$ cat config.mk
export PLATFORM = sky130hd
export DESIGN_NAME = standby_power_ctrl
export DESIGN_NICKNAME = d
export VERILOG_FILES = /design/src/standby_pkg.sv /design/src/standby_power_ctrl.sv
export VERILOG_INCLUDE_DIRS = /design/src
export SDC_FILE = /design/constraint.sdc
export NUM_CORES = 1
export LEC_CHECK = 0
export BUFFER_PORTS_ARGS = -buffer_cell sky130_fd_sc_hd__buf_2
export CAP_MARGIN = 10
export CORE_UTILIZATION = 47
export CTS_CLUSTER_SIZE = 10
export DETAILED_ROUTE_END_ITERATION = 10
export PLACE_DENSITY = 0.66
export SETUP_SLACK_MARGIN = 0.1
export SYNTH_ARGS = -nofsm -noshare
export SYNTH_HDL_FRONTEND = slang
export SYNTH_SLANG_ARGS = --single-unit
export TNS_END_PERCENT = 30
$ cat constraint.sdc
create_clock -name clk_in -period 13.53 [get_ports clk_in]
set_input_delay 2.706 -clock clk_in [delete_from_list [all_inputs] [get_ports clk_in]]
set_output_delay 2.706 -clock clk_in [all_outputs]
set_load 0.01 [all_outputs]
$ cat src/standby_regs.svh
`ifndef STANDBY_REGS_SVH
`define STANDBY_REGS_SVH

// Command opcodes
`define OP_STANDBY      8'hE2
`define OP_STANDBY_ALT  8'h96
`define OP_STBY_IMM     8'hE0
`define OP_STBY_IMM_ALT 8'h94

// Timeout code boundaries
`define TO_DISABLED     8'h00
`define TO_SHORT_MAX    8'hF0
`define TO_LONG_MAX     8'hFB
`define TO_21MIN        8'hFC
`define TO_8HOUR        8'hFD
`define TO_ABORT        8'hFE

// Intervals in seconds
`define SEC_STEP_SHORT  16'h0005
`define SEC_STEP_LONG   16'h0708
`define SEC_21MIN       16'h04EC
`define SEC_8HOUR       16'h7080
`define SEC_21MIN15     16'h04FB
`define SEC_ZERO        16'h0000
`define SEC_ONE         16'h0001

// Completion values
`define STAT_OK         8'h50
`define STAT_ERR        8'h51
`define ERR_NONE        8'h00
`define ERR_ABT         8'h04

// Timing
`define SECOND_NS       32'h3B9A_CA00
`define CLK_PERIOD_NS   32'h0000_0064
`define PRESCALE_ZERO   24'h00_0000
`define PRESCALE_ONE    24'h00_0001

`endif

$ cat src/standby_pkg.sv
package standby_pkg;

  typedef enum logic [1:0] {
    PWR_IDLE      = 2'h0,
    PWR_SPIN_DOWN = 2'h1,
    PWR_STANDBY   = 2'h3,
    PWR_SPIN_UP   = 2'h2
  } pwr_state_t;

  typedef struct packed {
    logic [7:0] opcode;
    logic [7:0] count;
  } cmd_t;

  typedef struct packed {
    logic [7:0] status;
    logic [7:0] error;
  } result_t;

endpackage

$ cat src/standby_power_ctrl.sv
`timescale 1ns/1ps
`include "standby_regs.svh"
// Overview of operation
// - Standby: enter standby, store timeout code
// - Immediate standby: enter standby, keep timeout
// - Spin down unless spindle already stopped
// - Standby accepts commands, holds until spun up
// - Timer counts only after return to idle
// - Codes 0 off, 1-240 x5s, 241-251 x30min
// - 252 21min, 253 8h, 255 21m15s, 254 aborts
// - Armed timer expiry enters standby automatically
// - Host access reloads full timer interval
// - Extended power enabled: standby becomes Standby_Z
module standby_power_ctrl #(
  parameter int unsigned TICK_CYCLES = `SECOND_NS / `CLK_PERIOD_NS
) (
  input  wire logic                   clk_in,
  input  wire logic                   rstn_in,
  input  wire logic                   cmd_valid_in,
  input  wire standby_pkg::cmd_t      cmd_in,
  input  wire logic                   host_access_in,
  input  wire logic                   epc_enable_in,
  input  wire logic                   spindle_stopped_in,
  input  wire logic                   spindle_at_speed_in,
  output standby_pkg::pwr_state_t     power_state_out,
  output logic                        spin_down_out,
  output logic                        motor_run_out,
  output logic                        cmd_hold_out,
  output logic                        busy_out,
  output logic                        standby_z_out,
  output logic                        done_out,
  output standby_pkg::result_t        result_out
);

  localparam logic [23:0] TICK_LAST = 24'(TICK_CYCLES - 1);

  standby_pkg::pwr_state_t state_r;
  standby_pkg::pwr_state_t state_nxt;
  logic [7:0]  code_r;
  logic [15:0] secs_r;
  logic [23:0] pre_r;
  logic        epc_r;
  logic        pend_r;

  wire is_std   = cmd_valid_in && (cmd_in.opcode == `OP_STANDBY ||
                                   cmd_in.opcode == `OP_STANDBY_ALT);
  wire is_imm   = cmd_valid_in && (cmd_in.opcode == `OP_STBY_IMM ||
                                   cmd_in.opcode == `OP_STBY_IMM_ALT);
  wire std_bad  = is_std && cmd_in.count == `TO_ABORT;
  wire std_ok   = is_std && !std_bad;
  wire other    = cmd_valid_in && !is_std && !is_imm;
  wire in_idle  = state_r == standby_pkg::PWR_IDLE;
  wire powered  = state_r == standby_pkg::PWR_IDLE || state_r == standby_pkg::PWR_SPIN_UP;

  // Interval in seconds for the stored code
  wire [7:0]  c         = code_r;
  wire [15:0] short_sec = 16'(c * `SEC_STEP_SHORT);
  wire [15:0] long_sec  = 16'((c - `TO_SHORT_MAX) * `SEC_STEP_LONG);
  wire [15:0] interval =
    (c == `TO_DISABLED)  ? `SEC_ZERO  :
    (c <= `TO_SHORT_MAX) ? short_sec  :
    (c <= `TO_LONG_MAX)  ? long_sec   :
    (c == `TO_21MIN)     ? `SEC_21MIN :
    (c == `TO_8HOUR)     ? `SEC_8HOUR : `SEC_21MIN15;
  wire armed   = interval != `SEC_ZERO;
  wire tick    = pre_r == TICK_LAST;
  // Timer idles loaded outside idle so it starts fresh on return
  wire run     = in_idle && armed && !std_ok && !is_imm;
  wire reload  = !run || host_access_in || cmd_valid_in;
  wire expire  = run && !reload && tick && secs_r == `SEC_ONE;
  wire go_stby = std_ok || is_imm || expire;
  wire wake    = other && !powered;
  wire stopped_tgt = spindle_stopped_in;
  standby_pkg::pwr_state_t down_tgt;
  assign down_tgt = stopped_tgt ? standby_pkg::PWR_STANDBY
                                : standby_pkg::PWR_SPIN_DOWN;

  always_comb begin
    state_nxt = state_r;
    unique case (state_r)
      standby_pkg::PWR_IDLE: begin
        if (go_stby) state_nxt = down_tgt;
      end
      standby_pkg::PWR_SPIN_DOWN: begin
        if (go_stby) state_nxt = down_tgt;
        else if (wake) state_nxt = standby_pkg::PWR_SPIN_UP;
        else if (spindle_stopped_in) state_nxt = standby_pkg::PWR_STANDBY;
      end
      standby_pkg::PWR_STANDBY: begin
        if (wake) state_nxt = standby_pkg::PWR_SPIN_UP;
      end
      standby_pkg::PWR_SPIN_UP: begin
        if (go_stby) state_nxt = down_tgt;
        else if (spindle_at_speed_in) state_nxt = standby_pkg::PWR_IDLE;
      end
    endcase
  end

  wire nxt_low  = state_nxt == standby_pkg::PWR_SPIN_DOWN ||
                  state_nxt == standby_pkg::PWR_STANDBY;
  wire reach_sb = state_nxt == standby_pkg::PWR_STANDBY;
  wire hold_nxt = (cmd_hold_out || wake) && state_nxt != standby_pkg::PWR_IDLE;

  always_ff @(posedge clk_in) begin
    if (!rstn_in) begin
      state_r <= standby_pkg::PWR_IDLE;
      code_r  <= `TO_DISABLED;
      epc_r   <= 1'b0;
    end else begin
      state_r <= state_nxt;
      if (std_ok) code_r <= cmd_in.count;
      if (go_stby) epc_r <= epc_enable_in;
    end
  end

  always_ff @(posedge clk_in) begin
    if (!rstn_in) begin
      pre_r  <= `PRESCALE_ZERO;
      secs_r <= `SEC_ZERO;
    end else if (reload) begin
      pre_r  <= `PRESCALE_ZERO;
      secs_r <= interval;
    end else if (tick) begin
      pre_r  <= `PRESCALE_ZERO;
      secs_r <= secs_r - `SEC_ONE;
    end else begin
      pre_r  <= pre_r + `PRESCALE_ONE;
    end
  end

  always_ff @(posedge clk_in) begin
    if (!rstn_in) begin
      pend_r        <= 1'b0;
      done_out      <= 1'b0;
      result_out    <= '0;
      spin_down_out <= 1'b0;
      motor_run_out <= 1'b1;
      cmd_hold_out  <= 1'b0;
      busy_out      <= 1'b0;
      standby_z_out <= 1'b0;
    end else begin
      pend_r        <= (pend_r || std_ok || is_imm) && !reach_sb;
      done_out      <= std_bad || ((pend_r || std_ok || is_imm) && reach_sb);
      if (std_bad) result_out <= '{status: `STAT_ERR, error: `ERR_ABT};
      // Only an abort or a completion updates the result, so an abort stays visible until the next completion
      else if ((pend_r || std_ok || is_imm) && reach_sb)
        result_out <= '{status: `STAT_OK, error: `ERR_NONE};
      spin_down_out <= state_nxt == standby_pkg::PWR_SPIN_DOWN;
      motor_run_out <= !nxt_low;
      cmd_hold_out  <= hold_nxt;
      busy_out      <= (pend_r || std_ok || is_imm) && !reach_sb;
      standby_z_out <= reach_sb && (go_stby ? epc_enable_in : epc_r);
    end
  end

  assign power_state_out = state_r;
endmodule // standby_power_ctrl

==> results by group, run 1 <==
Outcome
  • Outcome: finished clean

Clock network
  • CTS tree: yes
  • CTS Hold Buffers Added: 0
  • CTS buffer count: 9
  • Clk slew on worst S/H paths: 70 ps
  • CTS Buffer Depth: 2
  • Gates resized, CTS repair: 0
  • CTS sink cnt: 59
  • Worst-Skew Late Latency: 350 ps
  • Root Buffer: clkbuf_8
  • Setup bufs post-CTS: 0
  • Htree depth: 3

Place
  • Routability Congestion: around 0.83
  • PortBufs: 34
  • Post-detail-place hpwl: 7.251 mm

Cells and area
  • FF/Latch Area: 0.001181 mm²
  • Most frequent cells in the layout: 71 x nor2_1, 59 x dfxtp_1, 42 x ha_1, 34 x nand2_1, 34 x buf_2
  • Multi-input logic area: 0.002950 mm²
  • Share of post-route cells with drive strength above 1: 12.73%
  • Area Overhead vs Synth: 8.130%
  • Most common cell after layout, fill and taps aside: nor2_1
  • Nets@finish: roughly 620
  • Number of filler cells placed in the layout: 859
  • Diode count: 0

GRT
  • Initial antenna violation count: 0
  • Largest net degree at the start of global routing: 28
  • Tot GR Track Use: 21.71%
  • Number of global-route vias before repair: 3,656
  • First-pass GRT wire length: 16.97 mm
  • Total gr overflow: 0

Setup path
  • Delay-heaviest family, CP: adder cells
  • Critical path depth in cells: 16
  • CP max FO: 27
  • Crit-path most repeated cell: ha_1
  • CP startpoint: c[2]$_SDFFE_PN0P_
  • Crit path required time: 13,810 ps
  • RR Startpoint: c[2]$_SDFFE_PN0P_
  • CP endpoint kind: flop
  • Worst Reg2Reg Path Length in Cells: 16
  • Critical path type: reg2reg
  • Buf/Inv on CP: 2
  • Slowest Stage Delay on Critical Path: 600 ps
  • Slowest cell on crit path: a21oi_4
  • Arrival @ worst endpoint: 5620 ps
  • Startpoint types: flop
  • Crit path cell chain: inv_1 -> fa_1 -> inv_1 -> ha_1 -> fa_1 -> ha_1 -> ha_1 -> a211oi_1 -> o21bai_1 -> a21oi_1 -> xnor2_1 -> nor3_2 -> nor4_4 -> a21oi_4 -> nand3b_2 -> nor2_1

Floorplan
  • Die W: approximately 99 µm
  • Row cnt: 34
  • Starting Density: between 40 and 50%
  • Die Y: 98.78 µm
  • Die area: about 0.01 mm²
  • Core Region: 0.008891 mm²
  • I/O Pins: 47

Synthesis
  • Most area-hungry cell type in the Yosys netlist: dfxtp_1
  • #FFs+latches synth: 59
  • Post-synthesis mux area share: 1.706%
  • Post-synthesis adder-cell area fraction: 16.03%
  • Post-Synthesis Cells: 516
  • Area of the mapped netlist: 0.004402 mm²
  • Async set-or-reset flop fraction in the synthesized netlist: 0%
  • Largest family of logic cells by synthesized area: simple AND/OR/NAND/NOR gates
  • Post-synthesis compound-gate area fraction: 14.81%
  • EDFF count, synth: 0
  • Most common flop cell mapped by yosys: dfxtp_1
  • Yosys warning count: 0
  • Synth area leaders: dfxtp_1 27%, ha_1 12%, nor2_1 6.1%
  • Xor/xnor share of the synthesized area: 10.18%
  • Mean area per synthesized cell: 8.530 µm²
  • Top cell type's share of synthesized area: 26.83%
  • Register area share after synthesis: 26.83%
  • Simple-gate share of the synthesized area: 23.28%
  • Post-synthesis cell type count: 73

Route
  • Routed Antenna Nets: 0
  • Routed vias: 3,682
  • Initial DRC count: 172
  • DRC viols: 0
  • First-pass iteration count of the detailed router: 5
  • Vias per std cell: 5.596
  • Routed WL: approximately 9.6 mm
  • Routed len/inst: 14.53 µm

Timing
  • Skew final: 7.714 ps
  • Fmax: approximately 190 MHz
  • Final worst-path cycle share: 39.46%
  • Setup TNS: 0 ps
  • Least-Margin Pin Slew: ~840 ps
  • RSZ-0062 raised after global routing: false
  • Endpoints failing hold: 0
  • Min Tclk post-route: 5339 ps
  • Worst slew margin: 43.88%
  • Fin. max-slew vios: 0
  • Final setup vio count: 0

Power and ir drop
  • Lkg Pwr: just under 2 nW
  • Max IR drop VDD: 0.00005540 V
  • Overall Power: 0.0003504 W
  • P per Cell Area: approximately 74 mW/mm²

Min path
  • Hold Crit Class: reg2reg
  • Hold path start: pre_r[0]$_SDFF_PP0_
  • Hold depth: 1

Run
  • Max cap viols: 0
metrics by stage:
| stage | hold WS, ps | utilization, % | cell area, µm² | cells | setup WS [ps] |
|---|---|---|---|---|---|
| floorplan | 429.9 | - | 4443 | 527 | 9052 |
| global placement | 443.4 | 51.27 | 4558 | 642 | 8337 |
| detailed placement | 451.9 | 51.27 | 4558 | 642 | 8210 |
| CTS | 471.2 | 53.53 | 4760 | 658 | 8208 |
| global route | 501.5 | 53.53 | 4760 | 658 | 7741 |
| finish | 463.6 | 53.53 | 4760 | 658 | 8191 |
final cells by class:
class                           count  share of cell area (%)
Multi-Input combinational cell    411                   61.99
Sequential cell                    59                   24.82
Inverter                           29                   2.392
Clock buffer                        9                   2.603
Tap cell                          108                   2.839
Clock inverter                      7                   1.630
Timing Repair Buffer               35                   3.733
sequential cells by signal, summed over array words and instances (netlist names), 2 cells and up:
register and cells:
c 8, power_state_out 2, result_out 2, secs_r 16, pre_r 24
power breakdown:
part	switching, W	internal [W]	total, W
sequential	0.000000275	0.000174	0.000174
combinational	0.00000813	0.00000505	0.0000132
clock	0.0000771	0.0000861	0.000163
cell usage after synthesis (7+ instances only):
cell and n:
nand4_1 13, inv_1 27, xnor2_1 21, o21ai_0 20, xor2_1 25, buf_4 17
fa_1 9, ha_1 42, nand2b_1 7, a211oi_1 14, nand2_1 34, dfxtp_1 59
nand3_1 15, a21oi_1 25, nor3_1 9, nor2_1 71
routing by layer:
metal | vias to the layer above | wire length (µm) | GRT usage (%) | part of all wire, %
li1 | 1853 | - | - | -
met1 | 1723 | 4789 | 30.05 | 50
met2 | 97 | 4266 | 33.94 | 45
met3 | 9 | 428 | 4.681 | 4.5
met4 | 0 | 75 | 6.429 | 0.78
met5 | - | 0 | 0 | 0
worst reg2reg max path: stages (launching register included):
cell and delay, ps:
dfxtp_1 580, inv_1 180, fa_1 540, inv_1 40
ha_1 310, fa_1 460, ha_1 350, ha_1 310
a211oi_1 310, o21bai_1 130, a21oi_1 180, xnor2_1 100
nor3_2 250, nor4_4 110, a21oi_4 600, nand3b_2 580
nor2_1 240
cells by family after synthesis:
| group | count (synthesis) |
|---|---|
| AOI/OAI and AO/OA | 95 |
| xor gates and xnor gates | 48 |
| adders and majority gates | 51 |
| buffers and inverters | 57 |
| DFF | 59 |
| muxes | 7 |
| other | 1 |
| and+or+nand+nor | 198 |
worst paths after layout:
path / to / slack [ps]
max: pre_r[6]$_SDFF_PP0_ / 8190
min: pre_r[0]$_SDFF_PP0_ / 460
max reg2reg: pre_r[6]$_SDFF_PP0_ / 8190
min reg2reg: pre_r[0]$_SDFF_PP0_ / 460
(Power assumes the default switching activity.)
==> inputs of run 2 (changes only) <==
Clock period 13.53 ns to 5.5 ns, I/O delays scaled along.
==> results by group, run 2 (synthesis results as in run 1) <==
Outcome
  • Outcome: finished clean

Power and ir drop
  • Max IR drop VDD: 0.0001283 V (+130%)
  • P per Cell Area: 170.0 mW/mm² (+130%)
  • Lkg Pwr: 1.931 nW (+0.54%)

Floorplan
  • Core Region: 0.008891 mm² (unchanged)
  • Die area: 0.009757 mm² (unchanged)
  • Die Y: 98.78 µm (unchanged)
  • I/O Pins: 47 (unchanged)
  • Starting Density: 49.51% (unchanged)
  • Die W: 98.78 µm (unchanged)
  • Row cnt: 34 (unchanged)

Route
  • Routed Antenna Nets: 0 (unchanged)
  • DRC viols: 0 (unchanged)
  • Routed vias: 3,660 (-0.60%)
  • First-pass iteration count of the detailed router: 5 (unchanged)
  • Routed WL: 9.705 mm (+1.5%)
  • Routed len/inst: 14.62 µm (+0.60%)
  • Initial DRC count: 168 (-2.3%)
  • Vias per std cell: 5.512 (-1.5%)

Cells and area
  • Share of post-route cells with drive strength above 1: 13.49% (+0.76 points)
  • Most common cell after layout, fill and taps aside: nor2_1
  • Biggest regs: pre_r x24, secs_r x16, c x8
  • Number of filler cells placed in the layout: 855 (-0.47%)
  • FF/Latch Area: 0.001181 mm² (unchanged)
  • Most frequent cells in the layout: 71 x nor2_1, 59 x dfxtp_1, 42 x ha_1, 34 x nand2_1, 34 x buf_2
  • Diode count: 0 (unchanged)
  • Nets@finish: 625 (+0.97%)
  • Max reg flops: 24 (unchanged)
  • Area Overhead vs Synth: 8.414%
  • Multi-input logic area: 0.002950 mm² (unchanged)
  • Largest register by flop count: pre_r

Clock network
  • CTS buffer count: 9 (unchanged)
  • Clk slew on worst S/H paths: 80 ps (about the same)
  • Htree depth: 3 (unchanged)
  • Root Buffer: clkbuf_8
  • Setup bufs post-CTS: 0 (unchanged)
  • CTS sink cnt: 59 (unchanged)
  • CTS Hold Buffers Added: 0 (unchanged)
  • Worst-Skew Late Latency: 330 ps (-20 ps)
  • CTS Buffer Depth: 2 (unchanged)
  • CTS tree: yes
  • Gates resized, CTS repair: 0 (unchanged)

Place
  • Routability Congestion: 0.8340 (+0.19%)
  • Pre-CTS WS: 484.9 ps (-7725 ps)
  • PortBufs: 34 (unchanged)
  • Post-detail-place hpwl: 7.406 mm (+2.1%)

GRT
  • Largest net degree at the start of global routing: 28 (unchanged)
  • First-pass GRT wire length: 16.70 mm (-1.6%)
  • Tot GR Track Use: 21.31% (-0.40 points)
  • Initial antenna violation count: 0 (unchanged)
  • Number of global-route vias before repair: 3,597 (-1.6%)
  • Total gr overflow: 0 (unchanged)

Setup path
  • Critical path type: reg2reg
  • RR Startpoint: c[1]$_SDFFE_PN0P_
  • Startpoint types: flop
  • CP endpoint kind: flop
  • CP max FO: 27 (unchanged)
  • Crit path required time: 5760 ps (-8050 ps)
  • Arrival @ worst endpoint: 5290 ps (-330 ps)
  • CP startpoint: c[1]$_SDFFE_PN0P_

Timing
  • Final worst-path cycle share: 91.52% (+52 points)
  • Final setup vio count: 0 (unchanged)
  • Least-Margin Pin Slew: 832.5 ps (-2.853 ps)
  • PnR worst setup slack: 466.6 ps (-7724 ps)
  • Setup TNS: 0 ps (unchanged)
  • Fin. max-slew vios: 0 (unchanged)
  • Fmax: 198.7 MHz (+6.1%)
  • RSZ-0062 raised after global routing: false
  • Skew final: 10.76 ps (+3.050 ps)
  • Worst slew margin: 44.07% (+0.19 points)
  • Endpoints failing hold: 0 (unchanged)
  • Min Tclk post-route: 5033 ps (-305.5 ps)

Run
  • Max cap viols: 0 (unchanged)

Min path
  • Hold path start: pre_r[0]$_SDFF_PP0_
  • Hold Crit Class: reg2reg
==> run 2: cell types whose count changed in the layout (fill, tap and decap cells not counted) <==
cell        previous run  this run
buf_4                  1         7
clkinv_4               4         1
clkinvlp_4             1         3
bufinv_16              1         0
clkbuf_1               0         1
clkinv_2               1         2
==> run 2: per-layer routing <==
metal | part of all wire (%) | GRT usage, %
met5 | 0 | 0
met3 | 3.2 | 2.482
met1 | 51 | 30.01
met4 | 1.0 | 7.807
met2 | 45 | 33.57
==> run 2: layout make-up <==
class                           instances  area share [%]
Clock inverter                          6          0.8652
Inverter                               29           2.386
Tap cell                              108           2.832
Clock buffer                           10           2.674
Sequential cell                        59           24.75
Timing Repair Buffer                   41           4.667
Multi-Input combinational cell        411           61.82
==> run 2: where the power goes <==
| part | leakage [nW] | total [W] | internal (W) | switching (W) |
|---|---|---|---|---|
| Clock | 0.0787 | 0.000351 | 0.000163 | 0.000188 |
| Sequential | 0.475 | 0.000428 | 0.000427 | 0.000000559 |
| Combinational | 1.38 | 0.0000326 | 0.0000125 | 0.0000201 |
==> run 2: metrics by stage <==
step	cells	instance area, µm²	hold slack (ps)	total power [W]	util (%)
6_report	664	4772	478.1	0.0008114	53.67
5_1_grt	664	4772	520.0	0.0008457	53.67
4_1_cts	664	4772	492.9	0.0008233	53.67
3_5_place_dp	648	4603	473.4	0.0004700	51.77
3_3_place_gp	648	4603	442.3	0.0004694	51.77
2_1_floorplan	527	4443	429.9	0.0004625	-
==> run 2: worst paths after layout <==
kind | endpoint | slack, ps | cells past startpoint
min | pre_r[0]$_SDFF_PP0_ | 480 | 1
min reg2reg | pre_r[0]$_SDFF_PP0_ | 480 | 1
max | pre_r[20]$_SDFF_PP0_ | 470 | 17
max reg2reg | pre_r[20]$_SDFF_PP0_ | 470 | 17
==> run 2: critical path, stage by stage, from the launching register on <==
cell and delay [ps]:
dfxtp_1 510, inv_1 170, fa_1 550, inv_1 40
ha_1 300, fa_1 470, ha_1 360, ha_1 310
a211oi_1 280, o21bai_1 150, a21oi_1 210, xnor2_1 120
nor3_2 270, nor4_4 110, a21oi_4 600, nand3b_2 120
buf_4 240, nor2_1 140
==> inputs of run 3 (changes only) <==
Settings changed: CORE_MARGIN from default to 2, GPL_TIMING_DRIVEN from default to 0.
Clock period 5.5 ns to 4.8 ns, I/O delays scaled along.
==> results by group, run 3 (synthesis results as in run 1) <==
Outcome
  • Outcome: finished clean

Timing
  • Skew final: 10.44 ps (-0.3239 ps)
  • RSZ-0062 raised after global routing: false
  • PnR worst setup slack: 264.3 ps (-202.3 ps)
  • Fin. max-slew vios: 0 (unchanged)
  • Final setup vio count: 0 (unchanged)
  • Hold slack: 467.0 ps (-11.10 ps)
  • Min Tclk post-route: 4536 ps (-497.7 ps)
  • Fmax: 220.5 MHz (+11%)
  • Setup TNS: 0 ps (unchanged)
  • Least-Margin Pin Slew: 868.2 ps (+35.70 ps)
  • Final worst-path cycle share: 94.49% (+3.0 points)
  • Endpoints failing hold: 0 (unchanged)
  • Worst slew margin: 41.67% (-2.4 points)

Setup path
  • Startpoint types: flop
  • Critical path type: reg2reg
  • CP endpoint: pre_r[3]$_SDFF_PP0_
  • CP endpoint kind: flop
  • Critical path depth in cells: 20 (+3)
  • Reg2reg setup slack: 260 ps (-200 ps)
  • CP max FO: 6 (-78%)
  • Slowest cell on crit path: fa_1
  • Arrival @ worst endpoint: 4810 ps (-480 ps)
  • Crit path required time: 5070 ps (-690 ps)
  • Delay-heaviest family, CP: adder cells
  • Slowest Stage Delay on Critical Path: 540 ps (-60 ps)
  • Worst Reg2Reg Path Length in Cells: 20 (+3)
  • CP startpoint: c[1]$_SDFFE_PN0P_
  • Crit path cell chain: inv_1 -> fa_1 -> inv_1 -> ha_1 -> fa_1 -> ha_4 -> ha_1 -> a211oi_2 -> buf_4 -> o21bai_1 -> a21oi_1 -> xnor2_1 -> nor3_2 -> nor4_4 -> buf_6 -> a21oi_4 -> buf_6 -> nand3b_4 -> buf_4 -> nor2_1
  • Critical register-to-register path endpoint: pre_r[3]$_SDFF_PP0_
  • Buf/Inv on CP: 6 (+3)
  • RR Startpoint: c[1]$_SDFFE_PN0P_

Route
  • Initial DRC count: 200 (+19%)
  • Vias per std cell: 5.500 (-0.22%)
  • Routed vias: 3,883 (+6.1%)
  • Routed len/inst: 14.77 µm (+1.0%)
  • Routed WL: 10.43 mm (+7.4%)
  • DRC viols: 0 (unchanged)
  • First-pass iteration count of the detailed router: 5 (unchanged)
  • Routed Antenna Nets: 0 (unchanged)

Cells and area
  • Area Overhead vs Synth: 20.95%
  • Max reg flops: 24 (unchanged)
  • Number of filler cells placed in the layout: 832 (-2.7%)
  • FF/Latch Area: 0.001199 mm² (+1.5%)
  • Largest register by flop count: pre_r
  • Diode count: 0 (unchanged)
  • Final design utilization: 58.17% (+4.5 points)
  • Nets@finish: 664 (+6.2%)
  • Most frequent cells in the layout: 71 x nor2_1, 53 x dfxtp_1, 37 x ha_1, 35 x buf_2, 34 x nand2_1
  • Biggest regs: pre_r x24, secs_r x16, c x8
  • Share of post-route cells with drive strength above 1: 22.02% (+8.5 points)
  • Most common cell after layout, fill and taps aside: nor2_1
  • Multi-input logic area: 0.003049 mm² (+3.4%)

Clock network
  • CTS buffer count: 9 (unchanged)
  • CTS tree: yes
  • CTS Buffer Depth: 2 (unchanged)
  • Root Buffer: clkbuf_8
  • CTS sink cnt: 59 (unchanged)
  • Worst-Skew Late Latency: 340 ps (about the same)
  • Htree depth: 3 (unchanged)
  • Clk slew on worst S/H paths: 60 ps (-20 ps)

Floorplan
  • Die Y: 100.8 µm (+2.0%)
  • Die W: 100.8 µm (+2.0%)
  • Die area: 0.01016 mm² (+4.1%)
  • I/O Pins: 47 (unchanged)
  • Row cnt: 35 (+2.9%)
  • Core Region: 0.009153 mm² (+2.9%)
  • Starting Density: 48.09% (-1.4 points)

Power and ir drop
  • Flop pwr share: 44.4% (-8.3 points)
  • Power share of the combinational group: 4.4% (+0.4 points)
  • P per Cell Area: 206.8 mW/mm² (+22%)
  • Sw Ratio: 21.02% (-4.6 points)
  • Overall Power: 0.001101 W (+36%)
  • Lkg Pwr: 2.223 nW (+15%)
  • Max IR drop VDD: 0.0002965 V (+130%)
  • Clk pwr share: 51.3% (+8.0 points)
  • Psw: 0.0002314 W (+11%)
  • Internal Pwr Total: 0.0008694 W (+44%)

Min path
  • Hold Crit Class: reg2reg

GRT
  • Initial antenna violation count: 0 (unchanged)
  • Number of global-route vias before repair: 3,680 (+2.3%)
  • First-pass GRT wire length: 17.73 mm (+6.2%)
  • Largest net degree at the start of global routing: 12 (-57%)
  • Tot GR Track Use: 21.64% (+0.33 points)
  • Total gr overflow: 0 (unchanged)

Place
  • Post-detail-place hpwl: 7.659 mm (+3.4%)
  • Routability Congestion: 0.9219 (+11%)
  • Pre-CTS WS: -280.4 ps (-765.3 ps)
  • PortBufs: 33 (-2.9%)

Run
  • Max cap viols: 0 (unchanged)
-- run 3: cell types whose count changed in the layout (fill, tap and decap cells not counted), sizes merged --
cell / change
buf: +32
clkinv: +1
bufinv: +3
clkbuf: +6
a21oi: +1
clkinvlp: -2
inv: -2
-- run 3: worst reg2reg max path, cell delays in order, from the launching register on --
cell and delay, ps:
dfxtp_4 400, inv_1 100, fa_1 530, inv_1 40
ha_1 290, fa_1 540, ha_4 230, ha_1 300
a211oi_2 220, buf_4 150, o21bai_1 60, a21oi_1 160
xnor2_1 120, nor3_2 290, nor4_4 90, buf_6 150
a21oi_4 230, buf_6 140, nand3b_4 150, buf_4 200
nor2_1 100
-- run 3: timing repair --
action,in CTS,in global routing
hold buffers,0,0
pin swaps,3,11
setup endpoints to repair,51,51
cloned,1,2
buffers inserted,3,13
resized for setup,17,19
-- run 3: per-layer routing --
metal / part of all wire [%] / vias up / global-route usage (%)
met5: 0 / - / 0
met4: 1.2 / 0 / 6.428
met3: 4.0 / 13 / 3.675
met2: 48 / 95 / 34.41
met1: 46 / 1831 / 30.07
li1: - / 1944 / -
-- run 3: how the worst min path moves through the flow --
stage / start / end / slack (ps) / cells past startpoint
4_1_cts: pre_r[0]$_SDFF_PP0_ / pre_r[0]$_SDFF_PP0_ / 470 / 1
3_3_place_gp: pre_r[0]$_SDFF_PP0_ / pre_r[0]$_SDFF_PP0_ / 450 / 1
5_1_grt: pre_r[0]$_SDFF_PP0_ / pre_r[0]$_SDFF_PP0_ / 480 / 1
6_report: pre_r[0]$_SDFF_PP0_ / pre_r[0]$_SDFF_PP0_ / 470 / 1
2_1_floorplan: pre_r[0]$_SDFF_PP0_ / pre_r[0]$_SDFF_PP0_ / 430 / 1
3_5_place_dp: pre_r[0]$_SDFF_PP0_ / pre_r[0]$_SDFF_PP0_ / 460 / 1
-- run 3: through the flow --
step | area, µm² | std cells
2_1_floorplan | 4443 | 527
3_3_place_gp | 4747 | 671
3_5_place_dp | 4747 | 671
4_1_cts | 5076 | 691
5_1_grt | 5324 | 706
6_report | 5324 | 706
-- run 3: final cells by class --
type / count / area share [%]
Multi-Input combinational cell: 412 / 57.27
Sequential cell: 59 / 22.51
Timing Repair Buffer: 51 / 6.439
Buffer: 28 / 4.254
Tap cell: 111 / 2.609
Clock buffer: 10 / 2.585
Inverter: 29 / 2.209
Clock inverter: 6 / 2.115
-- run 3: power by group through the flow --
stage	clock network [W]	registers (W)	logic (W)
after floorplan	0	0.000502	0.0000285
after global placement	0	0.000502	0.0000443
after detailed placement	0	0.000502	0.0000451
after CTS	0.000573	0.000488	0.0000460
after global routing	0.000599	0.000488	0.0000537
final	0.000564	0.000488	0.0000482
